--- src/hw/lcan_pkg.sv ---
// Constants shared by the link configuration and negotiation block
package lcan_pkg;
    // Register indices; byte address is four times the index
    localparam logic [7:0] IDX_CTRL = 8'h00;
    localparam logic [7:0] IDX_STAT = 8'h01;
    localparam logic [7:0] IDX_ADV  = 8'h04;
    localparam logic [7:0] IDX_LPA  = 8'h05;
    localparam logic [7:0] IDX_EXP  = 8'h06;
    localparam logic [7:0] IDX_NPTX = 8'h07;
    localparam logic [7:0] IDX_NPRX = 8'h08;
    // Control bit positions
    localparam int CTRL_RST     = 15;
    localparam int CTRL_SPD     = 13;
    localparam int CTRL_AN      = 12;
    localparam int CTRL_RESTART = 9;
    localparam int CTRL_FDX     = 8;
    // Link code word bit positions
    localparam int WORD_NP      = 15;
    localparam int WORD_ACK     = 14;
    localparam int ADV_LO       = 5;
    localparam int ADV_10H      = 5;
    localparam int ADV_100H     = 7;
    localparam int EXP_PAGE     = 1;
    localparam logic [4:0] ADV_SEL = 5'h01;
    // Advertised nibble {100F,100H,10F,10H} per strap pins 1,2
    localparam logic [15:0] ADV_TABLE = 16'hF5C4;
    localparam logic [3:0]  ADV_ALL   = 4'hF;
    // Burst timing
    localparam int CLK_NS     = 10;
    localparam int PULSE_NS   = 62500;
    localparam int PULSE_CYC  = PULSE_NS / CLK_NS;
    localparam int FLP_POS    = 33;
    localparam int WORD_W     = 16;
    localparam int SAME_PAGES = 3;
    localparam int GAP_CYC    = 1600000;
    // AXI responses
    localparam logic [1:0] RESP_OK  = 2'h0;
    localparam logic [1:0] RESP_ERR = 2'h2;

    typedef enum logic [5:0] {
        ST_FORCED = 6'h01,
        ST_BASE   = 6'h02,
        ST_NEXT   = 6'h04,
        ST_AN_UP  = 6'h08,
        ST_PD_UP  = 6'h10,
        ST_NOLINK = 6'h20
    } lcan_state_type;
endpackage : lcan_pkg

--- src/hw/lcan_flp_if.sv ---
// Burst request carrier between negotiation control and pulse sender
`timescale 1ns/100ps
interface lcan_flp_if;
    logic        start;
    logic [15:0] word;
    logic        busy;
    modport ctrl (output start, output word, input busy);
    modport tx   (input start, input word, output busy);
endinterface : lcan_flp_if

--- src/hw/lcan_top.sv ---
// Strap configuration, negotiation and parallel detection with AXI4-Lite
//
// The AXI4-Lite slave port and the register offsets are this design's own decisions.
`timescale 1ns/100ps
module lcan_top #(
    parameter int PULSE_CYC = lcan_pkg::PULSE_CYC,
    parameter int GAP_CYC   = lcan_pkg::GAP_CYC,
    parameter int ADDR_W    = 12
) (
    // Clock and reset
    input  wire logic              aclk,
    input  wire logic              aresetn,
    // AXI4-Lite write
    input  wire logic [ADDR_W-1:0] awaddr,
    input  wire logic              awvalid,
    output logic                   awready,
    input  wire logic [31:0]       wdata,
    input  wire logic [3:0]        wstrb,
    input  wire logic              wvalid,
    output logic                   wready,
    output logic [1:0]             bresp,
    output logic                   bvalid,
    input  wire logic              bready,
    // AXI4-Lite read
    input  wire logic [ADDR_W-1:0] araddr,
    input  wire logic              arvalid,
    output logic                   arready,
    output logic [31:0]            rdata,
    output logic [1:0]             rresp,
    output logic                   rvalid,
    input  wire logic              rready,
    // Straps and mode
    input  wire logic [2:0]        indicator_strap_pin,
    input  wire logic              hw_mode,
    // Line side
    output logic                   flp_pulse,
    input  wire logic              rx_word_valid,
    input  wire logic [15:0]       rx_word,
    input  wire logic              nlp_seen,
    input  wire logic              idle_seen,
    // Link status
    output logic                   link_up,
    output logic                   link_100,
    output logic                   link_fdx,
    output logic                   an_done
);
    lcan_pkg::lcan_state_type state_q;

    logic [2:0]  straps_q;
    logic        captured_q;
    logic [2:0]  src;
    logic        load;
    logic        sw_rst_q;
    logic        restart_q;
    logic        an_en_q;
    logic        spd_q;
    logic        fdx_q;
    logic [15:0] adv_q;
    logic [15:0] nptx_q;
    logic [15:0] lpa_q;
    logic [15:0] nprx_q;
    logic [15:0] last_q;
    logic [1:0]  same_q;
    logic        ack_q;
    logic        page_q;
    logic        res_spd_q;
    logic        res_fdx_q;
    logic [23:0] gap_q;
    logic        aw_full_q;
    logic        w_full_q;
    logic [7:0]  widx_q;
    logic        wbad_q;
    logic [15:0] wv;
    logic        wr_fire;
    logic        wr_ok;
    logic [7:0]  ridx;
    logic [15:0] rd_val;
    logic        rd_bad;
    logic        rd_fire;
    logic        page_ok;
    logic        np_last;
    logic        page_set;
    logic [3:0]  common;
    logic        negot;
    logic [3:0]  adv_nib;

    lcan_flp_if flp ();

    lcan_flp_tx #(
        .PULSE_CYC (PULSE_CYC),
        .POS       (lcan_pkg::FLP_POS)
    ) u_flp (
        .aclk    (aclk),
        .aresetn (aresetn),
        .flp     (flp.tx),
        .pulse   (flp_pulse)
    );

    // Strap capture on the first clock after reset release
    always_ff @(posedge aclk)
    begin
        if (!aresetn)
        begin
            captured_q <= 1'h0;
            straps_q   <= 3'h0;
        end
        else if (!captured_q)
        begin
            captured_q <= 1'h1;
            straps_q   <= indicator_strap_pin;
        end
    end

    assign load    = !captured_q || sw_rst_q;
    assign src     = captured_q ? straps_q : indicator_strap_pin;
    assign adv_nib = src[0] ?
        lcan_pkg::ADV_TABLE[{src[1], src[2], 2'h0} +: 4] :
        lcan_pkg::ADV_ALL;
    assign wr_ok   = wr_fire && !hw_mode && !wbad_q;

    // Control and advertisement registers
    always_ff @(posedge aclk)
    begin
        if (!aresetn)
        begin
            an_en_q <= 1'h0;
            spd_q   <= 1'h0;
            fdx_q   <= 1'h0;
            adv_q   <= 16'h0000;
        end
        else if (load)
        begin
            an_en_q <= src[0];
            spd_q   <= src[0] | src[1];
            fdx_q   <= src[2];
            adv_q   <= {7'h00, adv_nib, lcan_pkg::ADV_SEL};
        end
        else if (wr_ok && widx_q == lcan_pkg::IDX_CTRL)
        begin
            an_en_q <= wv[lcan_pkg::CTRL_AN];
            spd_q   <= wv[lcan_pkg::CTRL_SPD];
            fdx_q   <= wv[lcan_pkg::CTRL_FDX];
        end
        else if (wr_ok && widx_q == lcan_pkg::IDX_ADV)
            adv_q <= wv;
    end

    always_ff @(posedge aclk)
    begin
        if (!aresetn)
            nptx_q <= 16'h0000;
        else if (wr_ok && widx_q == lcan_pkg::IDX_NPTX)
            nptx_q <= wv;
    end

    // Software reset and negotiation restart pulses
    always_ff @(posedge aclk)
    begin
        if (!aresetn)
        begin
            sw_rst_q  <= 1'h0;
            restart_q <= 1'h0;
        end
        else
        begin
            sw_rst_q  <= wr_ok && widx_q == lcan_pkg::IDX_CTRL &&
                         wv[lcan_pkg::CTRL_RST];
            restart_q <= load || (wr_ok && widx_q == lcan_pkg::IDX_CTRL &&
                         (wv[lcan_pkg::CTRL_RESTART] ||
                          (wv[lcan_pkg::CTRL_AN] && !an_en_q)));
        end
    end

    // Page acceptance terms
    assign common   = adv_q[8:5] & rx_word[8:5];
    assign page_ok  = state_q == lcan_pkg::ST_BASE && rx_word_valid &&
                      rx_word == last_q &&
                      same_q == 2'(lcan_pkg::SAME_PAGES - 1);
    assign np_last  = state_q == lcan_pkg::ST_NEXT && rx_word_valid &&
                      !rx_word[lcan_pkg::WORD_NP] &&
                      !nptx_q[lcan_pkg::WORD_NP];
    assign page_set = page_ok ||
                      (state_q == lcan_pkg::ST_NEXT && rx_word_valid);

    always_ff @(posedge aclk)
    begin
        if (!aresetn)
            state_q <= lcan_pkg::ST_FORCED;
        else if (!an_en_q)
            state_q <= lcan_pkg::ST_FORCED;
        else if (restart_q)
            state_q <= lcan_pkg::ST_BASE;
        else
        begin
            case (state_q)
                lcan_pkg::ST_FORCED:
                    state_q <= lcan_pkg::ST_BASE;
                lcan_pkg::ST_BASE:
                    if (nlp_seen)
                        state_q <= adv_q[lcan_pkg::ADV_10H] ?
                            lcan_pkg::ST_PD_UP : lcan_pkg::ST_NOLINK;
                    else if (idle_seen)
                        state_q <= adv_q[lcan_pkg::ADV_100H] ?
                            lcan_pkg::ST_PD_UP : lcan_pkg::ST_NOLINK;
                    else if (page_ok && common == 4'h0)
                        state_q <= lcan_pkg::ST_NOLINK;
                    else if (page_ok)
                        state_q <= adv_q[lcan_pkg::WORD_NP] &&
                                   rx_word[lcan_pkg::WORD_NP] ?
                            lcan_pkg::ST_NEXT : lcan_pkg::ST_AN_UP;
                lcan_pkg::ST_NEXT:
                    if (np_last)
                        state_q <= lcan_pkg::ST_AN_UP;
                default:
                    state_q <= state_q;
            endcase
        end
    end

    // Resolved speed and duplex
    always_ff @(posedge aclk)
    begin
        if (!aresetn)
        begin
            res_spd_q <= 1'h0;
            res_fdx_q <= 1'h0;
        end
        else if (state_q == lcan_pkg::ST_BASE && (nlp_seen || idle_seen))
        begin
            res_spd_q <= !nlp_seen;
            res_fdx_q <= 1'h0;
        end
        else if (page_ok)
        begin
            res_spd_q <= common[3] || common[2];
            res_fdx_q <= common[3] || (!common[2] && common[1]);
        end
    end

    // Partner page capture and identical page count
    always_ff @(posedge aclk)
    begin
        if (!aresetn || restart_q)
        begin
            same_q <= 2'h0;
            last_q <= 16'h0000;
            ack_q  <= 1'h0;
        end
        else if (state_q == lcan_pkg::ST_BASE && rx_word_valid)
        begin
            last_q <= rx_word;
            if (rx_word != last_q || same_q == 2'h0)
                same_q <= 2'h1;
            else if (same_q != 2'(lcan_pkg::SAME_PAGES))
                same_q <= same_q + 2'h1;
            if (page_ok)
                ack_q <= 1'h1;
        end
    end

    always_ff @(posedge aclk)
    begin
        if (!aresetn)
        begin
            lpa_q  <= 16'h0000;
            nprx_q <= 16'h0000;
        end
        else if (page_ok)
            lpa_q <= rx_word;
        else if (state_q == lcan_pkg::ST_NEXT && rx_word_valid)
            nprx_q <= rx_word;
    end

    // Page received flag: set wins over both clears
    always_ff @(posedge aclk)
    begin
        if (!aresetn)
            page_q <= 1'h0;
        else if (page_set)
            page_q <= 1'h1;
        else if (restart_q)
            page_q <= 1'h0;
        else if (rd_fire && ridx == lcan_pkg::IDX_EXP)
            page_q <= 1'h0;
    end

    // Burst scheduling
    assign negot      = state_q == lcan_pkg::ST_BASE ||
                        state_q == lcan_pkg::ST_NEXT;
    assign flp.start  = negot && !flp.busy && gap_q == 24'h00_0000;
    assign flp.word   = state_q == lcan_pkg::ST_NEXT ? nptx_q :
                        {adv_q[15], ack_q, adv_q[13:0]};

    always_ff @(posedge aclk)
    begin
        if (!aresetn || !negot)
            gap_q <= 24'h00_0000;
        else if (flp.start)
            gap_q <= 24'(GAP_CYC);
        else if (gap_q != 24'h00_0000)
            gap_q <= gap_q - 24'h00_0001;
    end

    assign link_up  = state_q == lcan_pkg::ST_FORCED ||
                      state_q == lcan_pkg::ST_AN_UP ||
                      state_q == lcan_pkg::ST_PD_UP;
    assign link_100 = state_q == lcan_pkg::ST_FORCED ? spd_q : res_spd_q;
    assign link_fdx = state_q == lcan_pkg::ST_FORCED ? fdx_q : res_fdx_q;
    assign an_done  = state_q == lcan_pkg::ST_AN_UP;

    // AXI4-Lite write channel
    assign awready = !aw_full_q && !bvalid;
    assign wready  = !w_full_q && !bvalid;
    assign wr_fire = aw_full_q && w_full_q;

    always_ff @(posedge aclk)
    begin
        if (!aresetn)
        begin
            aw_full_q <= 1'h0;
            w_full_q  <= 1'h0;
            widx_q    <= 8'h00;
            wbad_q    <= 1'h0;
            wv        <= 16'h0000;
            bvalid    <= 1'h0;
            bresp     <= lcan_pkg::RESP_OK;
        end
        else
        begin
            if (awvalid && awready)
            begin
                aw_full_q <= 1'h1;
                widx_q    <= awaddr[9:2];
                wbad_q    <= awaddr[ADDR_W-1:10] != '0;
            end
            if (wvalid && wready)
            begin
                w_full_q <= 1'h1;
                wv       <= {wstrb[1] ? wdata[15:8] : 8'h00,
                             wstrb[0] ? wdata[7:0] : 8'h00};
            end
            if (wr_fire)
            begin
                aw_full_q <= 1'h0;
                w_full_q  <= 1'h0;
                bvalid    <= 1'h1;
                bresp     <= wbad_q || widx_q > lcan_pkg::IDX_NPRX ?
                             lcan_pkg::RESP_ERR : lcan_pkg::RESP_OK;
            end
            else if (bready)
                bvalid <= 1'h0;
        end
    end

    // AXI4-Lite read channel
    assign arready = !rvalid;
    assign rd_fire = arvalid && arready;
    assign ridx    = araddr[9:2];

    always_comb
    begin
        rd_val = 16'h0000;
        rd_bad = araddr[ADDR_W-1:10] != '0;
        if (ridx == lcan_pkg::IDX_CTRL)
            rd_val = {sw_rst_q, 1'h0, spd_q, an_en_q, 3'h0, fdx_q, 8'h00};
        else if (ridx == lcan_pkg::IDX_STAT)
            rd_val = {4'h0, 2'h0, state_q, an_done, link_fdx, link_100,
                      link_up};
        else if (ridx == lcan_pkg::IDX_ADV)
            rd_val = adv_q;
        else if (ridx == lcan_pkg::IDX_LPA)
            rd_val = lpa_q;
        else if (ridx == lcan_pkg::IDX_EXP)
            rd_val = {14'h0000, page_q, 1'h0};
        else if (ridx == lcan_pkg::IDX_NPTX)
            rd_val = nptx_q;
        else if (ridx == lcan_pkg::IDX_NPRX)
            rd_val = nprx_q;
        else
            rd_bad = 1'h1;
    end

    always_ff @(posedge aclk)
    begin
        if (!aresetn)
        begin
            rvalid <= 1'h0;
            rdata  <= 32'h0000_0000;
            rresp  <= lcan_pkg::RESP_OK;
        end
        else if (rd_fire)
        begin
            rvalid <= 1'h1;
            rdata  <= rd_bad ? 32'h0000_0000 : {16'h0000, rd_val};
            rresp  <= rd_bad ? lcan_pkg::RESP_ERR : lcan_pkg::RESP_OK;
        end
        else if (rready)
            rvalid <= 1'h0;
    end
endmodule : lcan_top

--- src/hw/lcan_flp_tx.sv ---
// Fast link pulse burst sender
`timescale 1ns/100ps
module lcan_flp_tx #(
    parameter int PULSE_CYC = lcan_pkg::PULSE_CYC,
    parameter int POS       = lcan_pkg::FLP_POS
) (
    // Clock and reset
    input  wire logic  aclk,
    input  wire logic  aresetn,
    // Burst request
    lcan_flp_if.tx     flp,
    // Line pulse
    output logic       pulse
);
    localparam int TW = $clog2(PULSE_CYC);

    logic [TW-1:0] tick_q;
    logic [5:0]    pos_q;
    logic [15:0]   word_q;
    logic          busy_q;
    logic [5:0]    pcnt_q;

    assign flp.busy = busy_q;

    always_ff @(posedge aclk)
    begin
        if (!aresetn)
        begin
            busy_q <= 1'h0;
            tick_q <= '0;
            pos_q  <= 6'h00;
            word_q <= 16'h0000;
        end
        else if (!busy_q)
        begin
            busy_q <= flp.start;
            tick_q <= '0;
            pos_q  <= 6'h00;
            if (flp.start)
                word_q <= flp.word;
        end
        else if (tick_q == TW'(PULSE_CYC - 1))
        begin
            tick_q <= '0;
            pos_q  <= pos_q + 6'h01;
            if (pos_q == 6'(POS - 1))
                busy_q <= 1'h0;
        end
        else
            tick_q <= tick_q + TW'(1);
    end

    // Even index is a clock position, odd index carries bit pos/2
    always_ff @(posedge aclk)
    begin
        if (!aresetn)
            pulse <= 1'h0;
        else
            pulse <= busy_q && tick_q == '0 &&
                     (!pos_q[0] || word_q[pos_q[4:1]]);
    end

    always_ff @(posedge aclk)
    begin
        if (!aresetn || !busy_q)
            pcnt_q <= 6'h00;
        else if (pulse)
            pcnt_q <= pcnt_q + 6'h01;
    end
endmodule : lcan_flp_tx

--- config.mk ---
export PLATFORM = sky130hd
export DESIGN_NAME = lcan_top
export DESIGN_NICKNAME = d
export VERILOG_FILES = /design/src/hw/lcan_pkg.sv /design/src/hw/lcan_flp_if.sv /design/src/hw/lcan_top.sv /design/src/hw/lcan_flp_tx.sv
export SDC_FILE = /design/constraint.sdc
export NUM_CORES = 1
export LEC_CHECK = 0
export ABC_CLOCK_PERIOD_IN_PS = 4500
export BUFFER_PORTS_ARGS = -buffer_cell sky130_fd_sc_hd__buf_2
export CAP_MARGIN = 20
export CELL_PAD_IN_SITES_DETAIL_PLACEMENT = 2
export CELL_PAD_IN_SITES_GLOBAL_PLACEMENT = 2
export CORE_MARGIN = 2
export CORE_UTILIZATION = 36
export CTS_CLUSTER_DIAMETER = 100
export DETAILED_ROUTE_END_ITERATION = 6
export GPL_TIMING_DRIVEN = 0
export PLACE_DENSITY_LB_ADDON = 0.25
export SLEW_MARGIN = 20
export SYNTH_ARGS = -nofsm -noshare
export SYNTH_HDL_FRONTEND = slang
export SYNTH_HIERARCHICAL = 1
export SYNTH_SLANG_ARGS = --single-unit
export TNS_END_PERCENT = 30
--- constraint.sdc ---
create_clock -name aclk -period 4.5 [get_ports aclk]
set_input_delay 0.45 -clock aclk [delete_from_list [all_inputs] [get_ports aclk]]
set_output_delay 0.45 -clock aclk [all_outputs]
set_load 0.005 [all_outputs]
==> results.md, run 1 <==
- Post-Synth Simple-Gate Area: 26.9%
- Io pins: 136
- Status: completed
- Final antenna-violating net count: 0
- Fin Hold WS: 0.0523 ns
- Dpl hpwl: 25.2 mm
- Adder-cell share of the synthesized area: 1.16%
- Buffers & Inverters on Critical Path: 2
- Grt ovf: 0
- Crit-path cells: or4_1 > nor4_4 > nand3_2 > nor2_4 > nor2b_1 > clkbuf_1 > clkbuf_1 > nand2_1 > a21boi_0
- CTS Buf Count: 25
- Cell Count, Final, Fillers Out: 1,695
- Crit path max-delay family: simple AND/OR/NAND/NOR gates
- Hold Vio Cnt, Final: 0
- Post-Synth XOR/XNOR Area: 3.79%
- Nets: 1,441
- Final setup viols: 0
- Final wirelength: 33.2 mm
- Vias in the first global route: 9,696
- Synth async-reset ratio: 0%
- Max-cap violation count: 0
- Skew final: 0.00891 ns
- Final Cycle Share: 71.0%
- Compound-gate portion of the synthesized area: 13.7%
- Row count: 60
- Die H: 168 µm
- Port-buffer cells: 92
- HP Class: input pin to flop
- First-pass GRT wire length: 53.0 mm
- Starting Density: 36.4%
- # hold bufs at CTS: 0
- Main synth FF type: dfxtp_1
- RR Startpoint: gap_q[10]
- CTS sink cnt: 209
- Placeable Area: 26,700 µm²
- CTS tree: built
- Post-cts resize count: 0
- Vias/cell: 5.38
- DR DRC count: 0
- # H-tree levels: 1
- WL met2: 16.2 mm
- Die area: 28,300 µm²
- Synth-to-layout area growth: 17.7%
- Via count: 9,119
- Post-Syn Area per Cell: 8.06 µm²
- Cell area after synthesis: 9720 µm²
- Most common cell after layout, fill and taps aside: nand2_1
- Maximum fanout along the worst path: 10
- Crit path capture type: flop
- N_diodes: 0
- Largest family of logic cells by synthesized area: simple AND/OR/NAND/NOR gates
- Cell type with the largest total area after synthesis: dfxtp_1
- Netlist cell types: 68
- Critical Path Start: gap_q[10]
- Post-synthesis mux area share: 5.94%
- Unrepaired setup endpoints after global routing: no
- P per Cell Area: 357 nW/µm²
- Placed inst area: 10,700 µm²
- DRT iter0 DRCs: 436
- Post-synth top area share: 43.1%
- Crit-path most repeated cell: clkbuf_1
- Worst setup path end: u_flp/word_q[0]
- Post-synth EDFFs: 0
- Worst Max-Slew Pin Slew: 1.00 ns
- Die W: 168 µm
- Multi-input gate area: 5070 µm²
- Slew Limit Fails: 0
- Clock latency on the worst-skew pair: 0.53 ns
- Sequential cell area: 4180 µm²
- Largest net degree at the start of global routing: 13
- Global Route Usage Sum: 23.4%
- Fmax: 0.313 GHz
- Slowest CP cell: or4_1
- GP Congestion: 0.850
- Met3 Wirelength: 1.34 mm
- Inst Count DP: 1,656
- Slew Limit Headroom: 32.7%
- Final TNS setup: 0 ns
- Fill cells: 3,110
- Critical path arrival: 3.64 ns
- RR Endpoint: u_flp/word_q[0]
- Reg clk slew, reported paths: 0.06 ns
- Final instance area: 11,400 µm²
- Gate Count Post-Synth: 1,206
- Top Layer Used: met4
- WS Path Type: flop to flop
- CTS max path bufs: 3
- Static Leak: 0.00436 µW
- Synth Register Bits: 209
- Commonest cells after routing, fill and taps aside: nand2_1, dfxtp_1, nor2_1
- R2R depth: 9
- Initial DRT Pass Iterations: 5
- Yosys warning count: 6
- Worst path required time: 4.95 ns
- Period minus WS final: 3.20 ns
- Share of layout cells above drive strength 1: 13.8%
- CTS Root Buffer Type: clkbuf_16
- Antenna violations before repair: 0
- Area contributors post-synth: dfxtp_1, nand2_1, mux2i_1, a21oi_1, nor2_1
- Setup bufs post-CTS: 0
- Critical Path Source Type: flop
- Delay of the slowest critical-path stage: 0.61 ns
- WL per Instance: 19.6 µm
- Reg2reg setup slack: 1.30 ns
- Wl on met1: 14.9 mm
- IR drop worst, VDD: 0.231 mV
- Critical path depth: 9
- Post-synthesis sequential area ratio: 43.1%
==> cell usage after synthesis (all sizes together), types with 6 or more instances <==
| cell type | n |
|---|---|
| nor3 | 32 |
| nor4 | 18 |
| nor2 | 114 |
| and2 | 7 |
| nand2b | 12 |
| nand2 | 274 |
| a221oi | 6 |
| a211oi | 8 |
| ha | 9 |
| clkbuf | 51 |
| or4 | 9 |
| inv | 18 |
| nor2b | 16 |
| dfxtp | 209 |
| xor2 | 8 |
| a21boi | 16 |
| or2 | 6 |
| nand3 | 39 |
| a21oi | 100 |
| a22oi | 6 |
| a222oi | 8 |
| and3 | 7 |
| buf | 35 |
| o31ai | 12 |
| or3 | 10 |
| mux2i | 52 |
| nand4 | 16 |
| o21ai | 33 |
| xnor2 | 34 |
==> state kept, by name, summed over array words and instances, names as in the netlist, 2 cells and up <==
signal,count
nprx_q,16
u_flp/word_q,16
u_flp/pos_q,6
straps_q,3
same_q,2
u_flp/tick_q,13
gap_q,24
nptx_q,16
state_q,6
lpa_q,16
widx_q,8
wv,16
adv_q,16
rdata,16
last_q,16
==> power breakdown <==
group	total, µW	switching (µW)	internal [µW]
registers	1910	34.5	1880
logic	249	157	91.9
clock network	1920	784	1130
total	4080	976	3110
==> routing by layer <==
metal  global-route usage (%)  vias to the layer above
met5                        0                        -
met3                     3.53                       50
met4                     5.85                        0
li1                         -                     4385
met1                     29.9                     4520
met2                     41.2                      164
==> per-stage QoR <==
stage | utilization [%] | setup slack (ns) | power, µW
after floorplan | - | 1.82 | 2080
after global placement | 39.9 | 1.39 | 2190
after detailed placement | 39.9 | 1.31 | 2200
after CTS | 42.8 | 1.30 | 4140
after global routing | 42.8 | 1.05 | 4240
final | 42.8 | 1.30 | 4080
==> logic make-up (layout without fill, tap and decap cells) <==
family,after synthesis,after routing
AO/OA/AOI/OAI,214,214
XOR/XNOR,42,42
adder cells (fa/ha/maj),9,9
buffers and inverters,104,235
flip-flops,209,209
multiplexers,57,57
other,1,18
AND/OR/NAND/NOR,570,570
==> final cells by class <==
cell class	instances	area share, %
flip-flops and latches	209	36.6
plain buffers	86	4.02
repair buffers	92	4.03
well taps	341	3.73
inverters	18	0.591
clock inverters	2	0.120
multi-input cells	910	44.4
clock buffers	37	6.57
==> worst min path at each step <==
| stage | from | to | slack (ns) | cells after the start |
|---|---|---|---|---|
| global route | aresetn | captured_q | 0.05 | 1 |
| CTS | aresetn | captured_q | 0.03 | 1 |
| finish | aresetn | captured_q | 0.05 | 1 |
| global placement | widx_q[4] | widx_q[4] | 0.44 | 2 |
| detailed placement | rdata[12] | rdata[12] | 0.45 | 2 |
| floorplan | widx_q[5] | widx_q[5] | 0.43 | 2 |
Power figures use the tool's default switching activity.
==> run 2, diff against run 1 <==
ABC_AREA = 1   (was default)
ABC_CLOCK_PERIOD_IN_PS = 3200   (was 4500)
CORE_UTILIZATION = 33   (was 36)
clock period = 3.2 ns   (was 4.5 ns; I/O delays follow)
==> run 2 against run 1 <==
  * Routed wire length increased by 11%
  * Combinational power increased by 67%
  * Register-to-register slack got worse by 0.65 ns
  * Critical path depth increased by 5
  * Final area increased by 5.8%
  * Global-route usage decreased by 0.74 points
  * Critical path type unchanged
  * Largest cell class unchanged
  * Largest power group is now sequential cells
==> results.md, run 2 <==
- Crit-path cells: inv_1 > ha_1 > nand2_2 > inv_1 > nand3_1 > nor2_1 > nand2_1 > nor2_1 > inv_1 > nor2_1 > inv_1 > clkbuf_1 > o21ai_0 > a21oi_1
- Critical path arrival: 2.96 ns (-0.68 ns)
- Clock latency on the worst-skew pair: 0.55 ns (+0.02 ns)
- Yosys warning count: 6 (unchanged)
- Cell type with the largest total area after synthesis: dfxtp_1
- Row count: 64 (+6.7%)
- Commonest cells after routing, fill and taps aside: nand2_1, dfxtp_1, nor2_1
- Placed inst area: 11,300 µm² (+6.3%)
- P per Cell Area: 480 nW/µm² (+35%)
- Starting Density: 33.6% (-2.7 points)
- Final Cycle Share: 79.6% (+8.6 points)
- Slew Limit Headroom: 50.8% (+18 points)
- Via count: 9,908 (+8.7%)
- Static Leak: 0.00507 µW (+16%)
- Slowest CP cell: dfxtp_1
- Top reg by flops: gap_q
- Dpl hpwl: 29.5 mm (+17%)
- First-pass GRT wire length: 59.1 mm (+12%)
- Critical Path Source Type: flop
- N_diodes: 0 (unchanged)
- Cell area after synthesis: 10,300 µm² (+6.1%)
- Fmax: 0.393 GHz (+25%)
- Post-Syn Area per Cell: 7.20 µm² (-11%)
- Crit-path most repeated cell: inv_1
- Setup bufs post-CTS: 0 (unchanged)
- # H-tree levels: 1 (unchanged)
- WL per Instance: 18.7 µm (-4.6%)
- Final wirelength: 36.9 mm (+11%)
- Sw Pwr: 1460 µW (+49%)
- Vias/cell: 5.01 (-6.8%)
- Port-buffer cells: 93 (+1.1%)
- Sw Share: 25.1% (+1.2 points)
- Clock network power share: 46.4% (-0.6 points)
- Most common cell after layout, fill and taps aside: nand2_1
- Final antenna-violating net count: 0 (unchanged)
- Placeable Area: 30,700 µm² (+15%)
- Crit path max-delay family: simple AND/OR/NAND/NOR gates
- Int Power: 4350 µW (+40%)
- Post-cts resize count: 0 (unchanged)
- Fill cells: 3,689 (+19%)
- HP Class: input pin to flop
- Synth-to-layout area growth: 17.2%
- Die H: 181 µm (+7.4%)
- Final TNS setup: 0 ns (unchanged)
- Maximum fanout along the worst path: 10 (unchanged)
- Worst path required time: 3.61 ns (-1.34 ns)
- Post-synth top area share: 40.6% (-2.5 points)
- Status: completed
- Initial DRT Pass Iterations: 4 (-1)
- Netlist cell types: 60 (-12%)
- Largest register FFs: 24 (unchanged)
- Unrepaired setup endpoints after global routing: no
- Skew final: 0.0138 ns (+0.00486 ns)
- WS Path Type: flop to flop
- Reg clk slew, reported paths: 0.06 ns (about the same)
- Crit path capture type: flop
- Most numerous cell in the Yosys netlist: nand2_1
- DR DRC count: 0 (unchanged)
- CTS max path bufs: 3 (unchanged)
- CTS Buf Count: 25 (unchanged)
- Post-synth EDFFs: 0 (unchanged)
- Delay of the slowest critical-path stage: 0.35 ns (-0.26 ns)
- Buffers & Inverters on Critical Path: 5 (+3)
- Worst Max-Slew Pin Slew: 0.738 ns (-0.261 ns)
- Hold Vio Cnt, Final: 0 (unchanged)
- # hold bufs at CTS: 0 (unchanged)
- Global Route Usage Sum: 22.6% (-0.74 points)
- Gate Count Post-Synth: 1,432 (+19%)
- Final instance area: 12,100 µm² (+5.8%)
- Slew Limit Fails: 0 (unchanged)
- Io pins: 136 (unchanged)
- Max-cap violation count: 0 (unchanged)
- Final setup viols: 0 (unchanged)
- Synth Register Bits: 209 (unchanged)
- CTS Root Buffer Type: clkbuf_16
- GP Congestion: 0.894 (+5.1%)
- Die W: 181 µm (+7.4%)
- IR drop worst, VDD: 0.347 mV (+50%)
- DRT iter0 DRCs: 490 (+12%)
- Largest net degree at the start of global routing: 14 (+1)
- Share of layout cells above drive strength 1: 16.6% (+2.8 points)
- CTS tree: built
- Antenna violations before repair: 1 (+1)
- Main synth FF type: dfxtp_1
- Area contributors post-synth: dfxtp_1, nand2_1, nor2_1, a21oi_1, inv_1
- Period minus WS final: 2.55 ns (-0.649 ns)
- Comb pwr share: 7.2% (+1.1 points)
- Sequential group share of total power: 46.4% (-0.5 points)
- Top cells by count, synth: nand2_1, dfxtp_1, nor2_1, inv_1, a21oi_1
- CTS sink cnt: 209 (unchanged)
- Nets: 1,668 (+16%)
- Post-synthesis sequential area ratio: 40.6% (-2.5 points)
- Vias in the first global route: 10.5k (+8.7%)
- Die area: 32,700 µm² (+15%)
- Synth async-reset ratio: 0% (unchanged)
- Grt ovf: 0 (unchanged)
run 2: worst paths after layout:
path | to | from | depth (start not counted) | slack [ns]
hold / removal | bvalid | bready | 4 | 0.04
hold reg to reg | u_flp/word_q[1] | u_flp/word_q[1] | 2 | 0.46
setup / recovery | u_flp/word_q[14] | gap_q[0] | 14 | 0.65
setup reg to reg | u_flp/word_q[14] | gap_q[0] | 14 | 0.65
run 2: worst min-delay path, stage by stage:
cell     delay [ns]
buf_2          0.07
inv_1          0.03
nand2_1        0.05
a21oi_1        0.05
run 2: logic make-up (layout without fill, tap and decap cells):
group	Yosys count	after routing	synth area share, %
XOR/XNOR	21	21	1.78
AND/OR/NAND/NOR	608	608	28.0
buffers and inverters	262	393	10.9
other	1	18	0.0364
flip-flops	209	209	40.6
multiplexers	3	3	0.291
AO/OA/AOI/OAI	319	319	17.3
adder cells (fa/ha/maj)	9	9	1.09
run 2: area by class of cell:
type | count | area, µm² | share of cell area, %
inverters | 196 | 739 | 6.12
well taps | 396 | 495 | 4.10
repair buffers | 93 | 465 | 3.85
plain buffers | 66 | 387 | 3.20
multi-input cells | 978 | 5070 | 41.9
clock buffers | 36 | 727 | 6.01
flip-flops and latches | 209 | 4180 | 34.6
clock inverters | 2 | 25.0 | 0.207
run 2: power by group through the flow:
stage | logic, µW | registers (µW) | clock network [µW]
after floorplan | 247 | 2730 | 0
after global placement | 406 | 2750 | 0
final | 416 | 2700 | 2700
after CTS | 421 | 2700 | 2760
after detailed placement | 418 | 2750 | 0
after global routing | 471 | 2700 | 2880
run 2: routing by layer:
| metal | global-route usage, % | wire length (µm) | up-vias |
|---|---|---|---|
| met1 | 29.6 | 16700 | 4798 |
| met4 | 4.94 | 760 | 0 |
| met3 | 3.00 | 1400 | 49 |
| li1 | - | - | 4892 |
| met5 | 0 | 0 | - |
| met2 | 39.6 | 18000 | 169 |
run 2: per-stage QoR:
| stage | utilization, % | total power [µW] | worst slack, ns | std cells | hold WS [ns] |
|---|---|---|---|---|---|
| after CTS | 39.4 | 5870 | 0.586 | 1976 | 0.0195 |
| final | 39.4 | 5810 | 0.654 | 1976 | 0.0358 |
| after global placement | 37.0 | 3160 | 0.655 | 1938 | 0.446 |
| after floorplan | - | 2980 | 1.28 | 1449 | 0.348 |
| after global routing | 39.4 | 6050 | 0.283 | 1976 | 0.0320 |
| after detailed placement | 37.0 | 3170 | 0.613 | 1938 | 0.452 |
